[src/tmc_pkg.sv]
package tmc_pkg;
	// APB byte address of the control register, plus status and count
	localparam logic [11:0] ADDR_CONTROL = 12'h000;
	localparam logic [11:0] ADDR_COUNT = 12'h004;
	localparam logic [11:0] ADDR_STATUS = 12'h008;
	// Control field positions
	localparam int BIT_RUN = 15;
	localparam int BIT_STOP_IDLE = 13;
	localparam int BIT_GATE = 6;
	localparam int BIT_PRE_HI = 5;
	localparam int BIT_PRE_LO = 4;
	localparam int BIT_SYNC = 2;
	localparam int BIT_CLKSRC = 1;
	// Writable bits of the control register; others read as zero
	localparam logic [15:0] CONTROL_MASK = 16'hA076;
	localparam logic [15:0] CONTROL_RESET = 16'h0000;
	localparam logic [15:0] COUNT_RESET = 16'h0000;
	// Prescaler terminal counts (divide minus one)
	localparam logic [7:0] DIV1_LAST = 8'h00;
	localparam logic [7:0] DIV8_LAST = 8'h07;
	localparam logic [7:0] DIV64_LAST = 8'h3F;
	localparam logic [7:0] DIV256_LAST = 8'hFF;
endpackage

[src/tmc_timer.sv]
// Operation
// Run enable bit 15 starts the timer when set, stops it when clear.
// Prescale bits 5-4 divide input clock: 11=256, 10=64, 01=8, 00=1.
// Clock source bit 1 picks external pin rising edge, else peripheral clock.
// With external source, sync bit 2 synchronizes the pin to the device clock. Here the pin is synchronized with the bit clear too.
// With internal source, gate bit 6 enables gated time accumulation.
// Gate ignored with external source; sync ignored with internal source.
// Stop-in-idle bit 13 halts the timer in idle mode when set.
//
// Added by the designer: register access over APB and the address map.
`timescale 1ns/1ps
`default_nettype none
module tmc_timer (
	input wire logic pclk,
	input wire logic presetn,
	input wire logic psel,
	input wire logic penable,
	input wire logic pwrite,
	input wire logic [11:0] paddr,
	input wire logic [31:0] pwdata,
	output logic [31:0] prdata,
	output logic pready,
	output logic pslverr,
	input wire logic ext_count_pin,
	input wire logic gate_pin,
	input wire logic idle_mode,
	output logic [15:0] count,
	output logic tick
);
	logic [15:0] timer_one_control;
	logic [15:0] next_count;
	logic [7:0] pre_cnt;
	logic [2:0] pin_sync;
	logic [1:0] gate_sync;
	logic [1:0] idle_sync;
	logic raw_edge;
	logic sync_edge;
	logic src_event;
	logic pre_done;
	logic gate_open;
	logic running;
	logic acc;

	wire run_enable = timer_one_control[tmc_pkg::BIT_RUN];
	wire stop_in_idle = timer_one_control[tmc_pkg::BIT_STOP_IDLE];
	wire gate_accumulate_enable = timer_one_control[tmc_pkg::BIT_GATE];
	wire [1:0] prescale_select = timer_one_control[tmc_pkg::BIT_PRE_HI:tmc_pkg::BIT_PRE_LO];
	wire ext_clock_sync = timer_one_control[tmc_pkg::BIT_SYNC];
	wire clock_source_select = timer_one_control[tmc_pkg::BIT_CLKSRC];

	// Terminal count of the prescaler for a select code
	function automatic logic [7:0] pre_last(input logic [1:0] sel);
		case (sel)
			2'h3: pre_last = tmc_pkg::DIV256_LAST;
			2'h2: pre_last = tmc_pkg::DIV64_LAST;
			2'h1: pre_last = tmc_pkg::DIV8_LAST;
			default: pre_last = tmc_pkg::DIV1_LAST;
		endcase
	endfunction

	// Writes land only at the access edge where pready is high
	wire apb_wr = psel && penable && pwrite && pready;
	wire wr_ctl = apb_wr && paddr == tmc_pkg::ADDR_CONTROL;
	wire wr_cnt = apb_wr && paddr == tmc_pkg::ADDR_COUNT;
	wire apb_hit = (paddr == tmc_pkg::ADDR_CONTROL) || (paddr == tmc_pkg::ADDR_COUNT)
		|| (paddr == tmc_pkg::ADDR_STATUS);

	// Control register write; unimplemented bits stay zero
	always_ff @(posedge pclk or negedge presetn) begin
		if (!presetn) begin
			timer_one_control <= tmc_pkg::CONTROL_RESET;
		end else if (apb_wr && paddr == tmc_pkg::ADDR_CONTROL) begin
			timer_one_control <= pwdata[15:0] & tmc_pkg::CONTROL_MASK;
		end
	end

	// Two-flop synchronisers; third pin stage only feeds the edge detector
	always_ff @(posedge pclk or negedge presetn) begin
		if (!presetn) begin
			pin_sync <= 3'h0;
			gate_sync <= 2'h0;
			idle_sync <= 2'h0;
		end else begin
			pin_sync <= {pin_sync[1:0], ext_count_pin};
			gate_sync <= {gate_sync[0], gate_pin};
			idle_sync <= {idle_sync[0], idle_mode};
		end
	end

	// Single-clock design: a raw pin must never reach logic, so both sync settings
	// read the same twice-registered pin and the sync bit only picks the path
	assign sync_edge = pin_sync[2] == 1'b0 && pin_sync[1] == 1'b1 && ext_clock_sync;
	assign raw_edge = pin_sync[2] == 1'b0 && pin_sync[1] == 1'b1 && !ext_clock_sync;

	// Source choice; gate ignored for the pin, sync ignored for internal
	always_comb begin
		if (clock_source_select) begin
			src_event = sync_edge || raw_edge;
			gate_open = 1'b1;
		end else begin
			src_event = 1'b1;
			gate_open = !gate_accumulate_enable || gate_sync[1];
		end
	end

	assign running = run_enable && !(stop_in_idle && idle_sync[1]);
	assign acc = running && src_event && gate_open;
	assign pre_done = acc && (pre_cnt == pre_last(prescale_select));
	assign next_count = count + 16'h0001;

	// Prescaler counts qualified events; cleared when stopped or reprogrammed,
	// so a smaller ratio never has to wait for the counter to wrap
	always_ff @(posedge pclk or negedge presetn) begin
		if (!presetn) begin
			pre_cnt <= 8'h00;
		end else if (!run_enable || wr_ctl) begin
			pre_cnt <= 8'h00;
		end else if (pre_done) begin
			pre_cnt <= 8'h00;
		end else if (acc) begin
			pre_cnt <= pre_cnt + 8'h01;
		end
	end

	// Timer count; software may load it over APB
	always_ff @(posedge pclk or negedge presetn) begin
		if (!presetn) begin
			count <= tmc_pkg::COUNT_RESET;
			tick <= 1'b0;
		end else begin
			tick <= pre_done;
			if (apb_wr && paddr == tmc_pkg::ADDR_COUNT) begin
				count <= pwdata[15:0];
			end else if (pre_done) begin
				count <= next_count;
			end
		end
	end

	// APB answer: zero wait states, unmapped reads zero with error
	always_ff @(posedge pclk or negedge presetn) begin
		if (!presetn) begin
			prdata <= 32'h0000_0000;
			pready <= 1'b0;
			pslverr <= 1'b0;
		end else begin
			pready <= psel && !penable;
			pslverr <= psel && !penable && !apb_hit;
			prdata <= 32'h0000_0000;
			if (psel && !penable && !pwrite) begin
				case (paddr)
					tmc_pkg::ADDR_CONTROL: prdata <= {16'h0000, timer_one_control};
					tmc_pkg::ADDR_COUNT: prdata <= {16'h0000, count};
					tmc_pkg::ADDR_STATUS: prdata <= {29'h0, idle_sync[1], gate_sync[1], running};
					default: prdata <= 32'h0000_0000;
				endcase
			end
		end
	end

	// Checker state: consecutive stopped cycles with no count load. A long stop is
	// where a stray increment would hide, so it is tracked by counter, not by repetition
	logic [7:0] stop_len;
	always_ff @(posedge pclk or negedge presetn) begin
		if (!presetn) begin
			stop_len <= 8'h00;
		end else if (running || wr_cnt) begin
			stop_len <= 8'h00;
		end else if (stop_len != 8'hFF) begin
			stop_len <= stop_len + 8'h01;
		end
	end

	// Checker state: cycles since the last prescaler wrap, and whether that interval
	// ran undisturbed on the internal clock with no gate and no control rewrite
	logic [8:0] tick_gap;
	logic steady;
	wire disturb = !running || clock_source_select || gate_accumulate_enable || wr_ctl;
	always_ff @(posedge pclk or negedge presetn) begin
		if (!presetn) begin
			tick_gap <= 9'h000;
			steady <= 1'b0;
		end else if (pre_done) begin
			tick_gap <= 9'h001;
			steady <= !disturb;
		end else begin
			steady <= steady && !disturb;
			if (tick_gap != 9'h1FF) begin
				tick_gap <= tick_gap + 9'h001;
			end
		end
	end

	// Stopped: the count moves only by a software load
	AST_RUN_STOP: assert property (@(posedge pclk) disable iff (!presetn)
		!run_enable |=> $stable(count) || $past(wr_cnt))
		else $error("count moved while stopped");

	// Running on the internal clock at 1:1 with no gate: one step per cycle
	AST_RUN_COUNT: assert property (@(posedge pclk) disable iff (!presetn)
		(running && !clock_source_select && !gate_accumulate_enable && prescale_select == 2'h0 && !wr_cnt)
		|=> count == $past(count) + 16'h0001)
		else $error("count missed an internal clock");

	// Stopping restarts the prescaler from zero
	AST_PRE_CLEAR: assert property (@(posedge pclk) disable iff (!presetn)
		!run_enable |=> pre_cnt == 8'h00)
		else $error("prescaler not cleared while stopped");

	// Control write keeps only the implemented bits
	AST_CTL_WR: assert property (@(posedge pclk) disable iff (!presetn)
		wr_ctl |=> timer_one_control == ($past(pwdata[15:0]) & tmc_pkg::CONTROL_MASK))
		else $error("ctl write");

	// Count write loads the low half of the bus word
	AST_CNT_WR: assert property (@(posedge pclk) disable iff (!presetn)
		wr_cnt |=> count == $past(pwdata[15:0]))
		else $error("count load");

	// 1:1 passes every qualified event
	AST_DIV1: assert property (@(posedge pclk) disable iff (!presetn)
		(acc && prescale_select == 2'h0) |-> pre_done)
		else $error("1:1 missed event");

	// 1:8 wraps after eight events
	AST_DIV8: assert property (@(posedge pclk) disable iff (!presetn)
		(pre_done && prescale_select == 2'h1) |-> pre_cnt == 8'h07)
		else $error("1:8 wrong");

	// 1:64 wraps after sixty-four events
	AST_DIV64: assert property (@(posedge pclk) disable iff (!presetn)
		(pre_done && prescale_select == 2'h2) |-> pre_cnt == 8'h3F)
		else $error("1:64 wrong");

	// 1:256 wraps after the full prescaler range
	AST_DIV256: assert property (@(posedge pclk) disable iff (!presetn)
		(pre_done && prescale_select == 2'h3) |-> pre_cnt == 8'hFF)
		else $error("1:256 wrong");

	// The tick pin follows each prescaler wrap by exactly one cycle
	AST_TICK_FOLLOW: assert property (@(posedge pclk) disable iff (!presetn)
		1'b1 |=> tick == $past(pre_done))
		else $error("tick out of step");

	// Undisturbed internal clocking: wraps are exactly one divide ratio apart
	AST_TICK_GAP: assert property (@(posedge pclk) disable iff (!presetn)
		(pre_done && steady) |-> tick_gap == ({1'b0, pre_last(prescale_select)} + 9'h001))
		else $error("divide ratio wrong");

	// Pin source: no count without a pin edge
	AST_PIN_SRC: assert property (@(posedge pclk) disable iff (!presetn)
		(clock_source_select && running && !(sync_edge || raw_edge)) |-> !acc)
		else $error("pin idle count");

	// Pin source: only a rising edge of the registered pin is counted
	AST_PIN_EDGE_ONLY: assert property (@(posedge pclk) disable iff (!presetn)
		(clock_source_select && acc) |-> (pin_sync[1] && !pin_sync[2]))
		else $error("counted on a non-rising pin");

	// Internal source: every open cycle is an event
	AST_INT_SRC: assert property (@(posedge pclk) disable iff (!presetn)
		(!clock_source_select && running && gate_open) |-> acc)
		else $error("internal clock lost");

	// Synchronised path raised the edge that the pipeline shows one cycle later
	AST_SYNC_EDGE: assert property (@(posedge pclk) disable iff (!presetn)
		($past(ext_clock_sync) && $rose(pin_sync[2])) |-> $past(sync_edge))
		else $error("sync edge");

	// Unsynchronised setting uses the other path for the same edge
	AST_RAW_EDGE: assert property (@(posedge pclk) disable iff (!presetn)
		(!$past(ext_clock_sync) && $rose(pin_sync[2])) |-> $past(raw_edge))
		else $error("raw edge");

	// One edge is never counted twice through both paths
	AST_EDGE_ONE_PATH: assert property (@(posedge pclk) disable iff (!presetn)
		!(sync_edge && raw_edge))
		else $error("edge on both paths");

	// Gated mode with the gate low: nothing accumulates
	AST_GATE: assert property (@(posedge pclk) disable iff (!presetn)
		(!clock_source_select && gate_accumulate_enable && !gate_sync[1]) |-> !acc)
		else $error("gate ignored");

	// Gated mode with the gate high: every cycle accumulates
	AST_GATE_OPEN: assert property (@(posedge pclk) disable iff (!presetn)
		(!clock_source_select && gate_accumulate_enable && gate_sync[1] && running) |-> acc)
		else $error("open gate blocked");

	// Pin source: the gate setting has no effect
	AST_GATE_IGN: assert property (@(posedge pclk) disable iff (!presetn)
		(clock_source_select && running && src_event) |-> acc)
		else $error("gate not ignored");

	// Internal source: the sync setting has no effect
	AST_SYNC_IGN: assert property (@(posedge pclk) disable iff (!presetn)
		!clock_source_select |-> src_event)
		else $error("sync not ignored");

	// Stop-in-idle set and idle seen: the timer halts
	AST_IDLE: assert property (@(posedge pclk) disable iff (!presetn)
		(stop_in_idle && idle_sync[1]) |-> !running)
		else $error("ran in idle");

	// Stop-in-idle clear: the run bit alone decides
	AST_IDLE_RUN: assert property (@(posedge pclk) disable iff (!presetn)
		(run_enable && !stop_in_idle) |-> running)
		else $error("halted without stop-in-idle");

	// Halted in idle: the prescaler keeps its place
	AST_PRE_HOLD: assert property (@(posedge pclk) disable iff (!presetn)
		(run_enable && !running && !wr_ctl) |=> $stable(pre_cnt))
		else $error("prescaler moved while halted");

	// Any stopped stretch with no count load, however long, leaves the count untouched
	AST_STOP_HOLD: assert property (@(posedge pclk) disable iff (!presetn)
		stop_len != 8'h00 |-> $stable(count))
		else $error("count moved during a stop");
endmodule
`default_nettype wire

[config.mk]
export PLATFORM = sky130hd
export DESIGN_NAME = tmc_timer
export DESIGN_NICKNAME = d
export VERILOG_FILES = /design/src/tmc_pkg.sv /design/src/tmc_timer.sv
export SDC_FILE = /design/constraint.sdc
export NUM_CORES = 1
export LEC_CHECK = 0
export ABC_AREA = 1
export ABC_CLOCK_PERIOD_IN_PS = 1890
export BUFFER_PORTS_ARGS = -buffer_cell sky130_fd_sc_hd__buf_2
export CORE_ASPECT_RATIO = 1.1
export CORE_UTILIZATION = 52
export DETAILED_ROUTE_END_ITERATION = 7
export PLACE_DENSITY = 0.91
export SLEW_MARGIN = 20
export SYNTH_ARGS = -nofsm -noshare
export SYNTH_HDL_FRONTEND = slang
export SYNTH_SLANG_ARGS = --single-unit
[constraint.sdc]
create_clock -name pclk -period 1.89 [get_ports pclk]
set_clock_uncertainty 0.05 [all_clocks]
set_input_delay 0.189 -clock pclk [delete_from_list [all_inputs] [get_ports pclk]]
set_output_delay 0.189 -clock pclk [all_outputs]
set_load 0.02 [all_outputs]
==> out/metrics.cfg, run 1 <==
[synthesis]
syn_area_um2=3420
ys_ff_latch=57
synth_cells=454
avgSynthCellArea_um2=7.53
synth.distinct_cells=34
yosysSeqAreaShare_pct=41.7
ys_warn_count=0

[layout]
antennaDiodeCount=0
drive_gt1_share_pct=22.9
nFillCells=555
area_delta_synth_final_pct=18.3
final_common_cell=nand2_1
nets=587
final_cell_mix=nand2_1, buf_2, dfrtp_1
regArea_um2=1430
multi_input_area_um2=1640

[route]
vias=3313
drt_iter0_markers=320
viasPerCell=5.36
drc=0
detail-route-antenna-nets=0
wl_mm=8.76
first_pass_iters=5
wl_per_cell_um=14.2

[sta]
rsz0062_at_grt=false
layout_min_cycle_time_ns=1.73
hold_viol=0
finalCritPeriodShare_pct=91.4
fin_setup_tns_ns=0
worst_pin_slew_ns=0.653
setup_viol=0
max_freq_mhz=579
finalMaxSlewViolations=0
maxSlewHeadroom_pct=56.5

[cts]
clk_path_buf_depth=2
cts_setup_buffers=0
clk_latency_ns=0.35
htree_levels=3
cts_buffers=9
tritoncts=done
cts_sinks=57
cts_resized=0
clk_pin_slew_ns=0.07
cts-root-buf=clkbuf_8

[worst_setup_path]
startpoint_type=flip-flop
cp-end-kind=flip-flop
cp_data_arrival_time_ns=1.97
cp_max_fo=8
path_class=reg -> reg
cp.required_ns=2.13

[grt]
grt_first_pass_wirelength_mm=13.9
grt_overflow=0
grt.total_usage_pct=26.8
antenna_found_initial=0
grt_pass1_vias=3034
grt_max_degree=33

[run_status]
outcome=complete, no violations

[pwr]
power_density_nw_per_um2=671
irDropWorstVdd_v=0.000625
p_leak_nw=2.24
power_mw=2.71

[die]
die_h_um=87.0
die_x_um=79.3
dieArea_um2=6900
rows=30
core_um2=6270
ios=103
initial_core_util_pct=54.5

[placement]
gp_congestion=0.909
portBuffers=70
dp_hpwl_mm=6.39

[run]
maxCapViolCount=0

[hold_path]
holdCritPathClass=in -> reg

[report_power, final]
group          leakage, nW  total [mW]  internal, mW  switching, mW
sequential           0.747        1.23          1.23        0.00428
combinational         1.38       0.139        0.0444         0.0948
clock                0.109        1.34         0.815          0.524
[per-layer routing]
| metal | up-vias | routed length, µm | track usage [%] |
|---|---|---|---|
| met1 | 1543 | 3410 | 31.3 |
| met3 | 26 | 673 | 6.39 |
| met2 | 174 | 4400 | 46.7 |
| li1 | 1570 | - | - |
| met4 | 0 | 280 | 11.7 |
| met5 | - | 0 | 0 |
[cell usage after synthesis (all sizes together)]
master | instances | area (µm²)
o22ai | 2 | 12.5
o211ai | 1 | 7.51
inv | 54 | 203
nand2 | 138 | 538
nor3b | 1 | 7.51
a21o | 1 | 7.51
or2 | 2 | 12.5
nand3 | 56 | 320
conb | 1 | 3.75
mux2 | 2 | 26.3
a31o | 1 | 8.76
o21ai | 15 | 75.1
a21oi | 5 | 28.8
xor2 | 11 | 96.3
buf | 25 | 198
xnor2 | 1 | 8.76
nor3 | 7 | 35.0
ha | 2 | 25.0
dfrtp | 57 | 1430
nand4 | 15 | 93.8
nor2 | 56 | 279
clkinv | 1 | 3.75
[worst paths after layout]
kind / slack (ns) / cells past startpoint / endpoint / start
max: 0.16 / 8 / count[0] / timer_one_control[5]
min reg2reg: 0.30 / 0 / gate_sync[1] / gate_sync[0]
min in group asynchronous: 0.36 / 2 / prdata[12] / presetn
max in group asynchronous: 0.82 / 3 / count[4] / presetn
min: 0.007 / 3 / count[14] / pwdata[14]
max reg2reg: 0.16 / 8 / count[0] / timer_one_control[5]
[worst max-delay path, cell delays in order (launching register included)]
cell and delay [ns]:
dfrtp_1 0.52, inv_2 0.11, o21ai_1 0.11, nand2_1 0.09, nor2_1 0.24, nand4_1 0.23
nand2_2 0.17, nand2_1 0.08, nand2_1 0.06
[registers in the layout, indices dropped and copies added, names as in the netlist]
register,cells
count,16
gate_sync,2
pin_sync,3
pre_cnt,8
prdata,16
tick,1
pready,1
idle_sync,2
pslverr,1
timer_one_control,7
[what timing repair did]
action,in CTS,in global routing
setup endpoints to repair,0,0
hold buffers,5,0
endpoints found under the hold margin,29,0
[through the flow]
stage / util, % / std cells / area [µm²] / setup slack, ns / hold WS, ns
after global placement: 60.0 / 597 / 3760 / 0.272 / 0.186
after CTS: 64.5 / 618 / 4040 / 0.219 / 0.00474
final: 64.5 / 618 / 4040 / 0.162 / 0.00682
after global routing: 64.5 / 618 / 4040 / 0.0303 / 0.0217
after detailed placement: 60.0 / 597 / 3760 / 0.239 / 0.193
after floorplan: - / 469 / 3470 / 0.323 / -0.157
[logic make-up after synthesis]
group | count (synthesis) | share of synthesized area (%)
simple gates | 275 | 37.6
mux | 2 | 0.769
fa+ha+maj | 2 | 0.732
xor+xnor | 12 | 3.08
flops | 57 | 41.7
compound gates | 25 | 4.10
buf+inv | 80 | 11.8
other cells | 1 | 0.110
[area by class of cell]
class	count	area share, %
Inverter	55	5.11
Tap cell	80	2.48
Clock buffer	12	3.84
Timing Repair Buffer	78	10.8
Clock inverter	4	1.86
Multi-Input combinational cell	332	40.7
Sequential cell	57	35.3
Power figures use the tool's default switching activity.
==> run 2: changes to the inputs <==
--- a/config.mk
+++ b/config.mk
@@ -8,8 +8,10 @@
 export ABC_AREA = 1
 export ABC_CLOCK_PERIOD_IN_PS = 1890
 export BUFFER_PORTS_ARGS = -buffer_cell sky130_fd_sc_hd__buf_2
+export CELL_PAD_IN_SITES_DETAIL_PLACEMENT = 0
+export CELL_PAD_IN_SITES_GLOBAL_PLACEMENT = 1
 export CORE_ASPECT_RATIO = 1.1
-export CORE_UTILIZATION = 52
+export CORE_UTILIZATION = 37
 export DETAILED_ROUTE_END_ITERATION = 7
 export PLACE_DENSITY = 0.91
 export SLEW_MARGIN = 20
==> out/metrics.cfg, run 2 (same netlist as run 1, synthesis figures left out) <==
[run_status]
outcome=complete, no violations

[route]
first_pass_iters=4  ; -1
wl_mm=8.60  ; -1.8%
drc=0  ; unchanged
drt_iter0_markers=139  ; -57%
wl_per_cell_um=13.1  ; -7.4%
detail-route-antenna-nets=0  ; unchanged
vias=3129  ; -5.6%
viasPerCell=4.78  ; -11%

[die]
die_x_um=93.6  ; +18%
rows=36  ; +20%
ios=103  ; unchanged
die_h_um=103  ; +18%
initial_core_util_pct=38.3  ; -16 points
core_um2=8920  ; +42%
dieArea_um2=9620  ; +39%

[sta]
rsz0062_at_grt=false
layout_min_cycle_time_ns=1.69  ; -0.0377 ns
max_freq_mhz=592  ; +2.2%
worst_slack_ns=0.200  ; +0.0377 ns
finalCritPeriodShare_pct=89.4  ; -2.0 points
setup_viol=0  ; unchanged
hold_viol=0  ; unchanged
fin_setup_tns_ns=0  ; unchanged
finalMaxSlewViolations=0  ; unchanged

[layout]
nets=590  ; +0.51%
antennaDiodeCount=0  ; unchanged
drive_gt1_share_pct=23.1  ; +0.24 points
area_delta_synth_final_pct=20.8
largestRegisters=count (16), prdata (16), pre_cnt (8)
nFillCells=918  ; +65%
final_common_cell=nand2_1
final_cell_mix=nand2_1, buf_2, dfrtp_1
fin_cells=655  ; +6.0%

[worst_setup_path]
cpPeakStageDelay_ns=0.55  ; +0.03 ns
path_class=reg -> reg
crit_chain=nand2_1, nand2_1, nand2_1, nor2_1, nand2_2, nor2_4, nor2_1, nand2_1, nor2_1
cp_num_cells=9  ; +1
startpoint_type=flip-flop
path_common_cell=nand2_1
crit_buf_inv=0  ; -1
rr_startpoint=pre_cnt[2]
cp-end-kind=flip-flop
cp_top_family=simple AND/OR/NAND/NOR gates
cpMaxStageDelayCell=dfrtp_1
r2r_cells=9  ; +1
cp_max_fo=10  ; +2
timing.critical_path.from=pre_cnt[2]
ff2ff_setup_slack_ns=0.20  ; +0.04 ns
cp_data_arrival_time_ns=1.87  ; -0.10 ns
cp.required_ns=2.07  ; -0.06 ns

[cts]
htree_levels=3  ; unchanged
tritoncts=done
cts_setup_buffers=0  ; unchanged
clk_path_buf_depth=2  ; unchanged
clk_pin_slew_ns=0.07  ; about the same
clk_latency_ns=0.34  ; about the same
cts-root-buf=clkbuf_8
cts_sinks=57  ; unchanged
cts_buffers=9  ; unchanged

[grt]
grt_overflow=0  ; unchanged
grt_pass1_vias=3027  ; -0.23%
antenna_found_initial=0  ; unchanged
grt.total_usage_pct=19.1  ; -7.7 points
grt_max_degree=58  ; +76%
grt_first_pass_wirelength_mm=14.1  ; +0.99%

[placement]
pre_cts_ws_ns=0.216  ; -0.0239 ns
dpl.cell_count=632  ; +5.9%
dp_hpwl_mm=6.38  ; -0.26%
gp_congestion=0.860  ; -5.4%
portBuffers=70  ; unchanged

[pwr]
irDropWorstVdd_v=0.000366  ; -41%
p_leak_nw=2.26  ; +1.1%
power_density_nw_per_um2=679  ; +1.3%

[hold_path]
holdPathStages=3  ; unchanged
min_from=pwdata[15]
holdCritPathClass=in -> reg

[run]
maxCapViolCount=0  ; unchanged

run 2: worst reg2reg max path: stages, from the launching register on:
cell,delay (ns)
dfrtp_1,0.55
nand2_1,0.15
nand2_1,0.09
nand2_1,0.05
nor2_1,0.16
nand2_2,0.09
nor2_4,0.24
nor2_1,0.10
nand2_1,0.07
nor2_1,0.05
run 2: per-layer routing:
layer	part of all wire, %	vias up	GRT usage (%)
met2	49	92	33.1
met4	1.8	0	7.34
met1	43	1447	23.5
met5	0	-	0
li1	-	1574	-
met3	5.8	16	4.06
run 2: power breakdown:
part / switching [mW] / total, mW / internal, mW
logic: 0.0949 / 0.142 / 0.0473
clock network: 0.518 / 1.43 / 0.910
registers: 0.00404 / 1.23 / 1.23
total: 0.617 / 2.80 / 2.19
run 2: through the flow:
step	utilization, %	hold slack, ns	instance area (µm²)	total power [mW]
floorplan	-	-0.157	3470	1.33
global placement	42.7	0.166	3810	1.39
detailed placement	42.7	0.171	3810	1.39
CTS	46.3	0.0235	4130	2.84
global route	46.3	0.0477	4130	2.91
finish	46.3	0.0461	4130	2.80
run 2: what timing repair did:
item / 4_1_cts / 5_1_grt
hold buffers: 7 / 0
hold endpoints to repair: 63 / 0
setup endpoints to repair: 0 / 3
gates resized for setup: 0 / 1
run 2: area by class of cell:
type,count,area (µm²),share of cell area (%)
multi-input combinational,332,1640,39.8
sequential,57,1430,34.6
timing repair buffer,81,463,11.2
inverter,55,206,5.00
tap,114,143,3.46
clock buffer,11,141,3.43
clock inverter,5,103,2.49
run 2: path summary, 6_finish.rpt:
kind / to
max in group asynchronous: timer_one_control[5]
hold / removal: count[15]
setup reg to reg: pre_cnt[3]
min in group asynchronous: prdata[9]
hold reg to reg: pin_sync[1]
setup / recovery: pre_cnt[3]
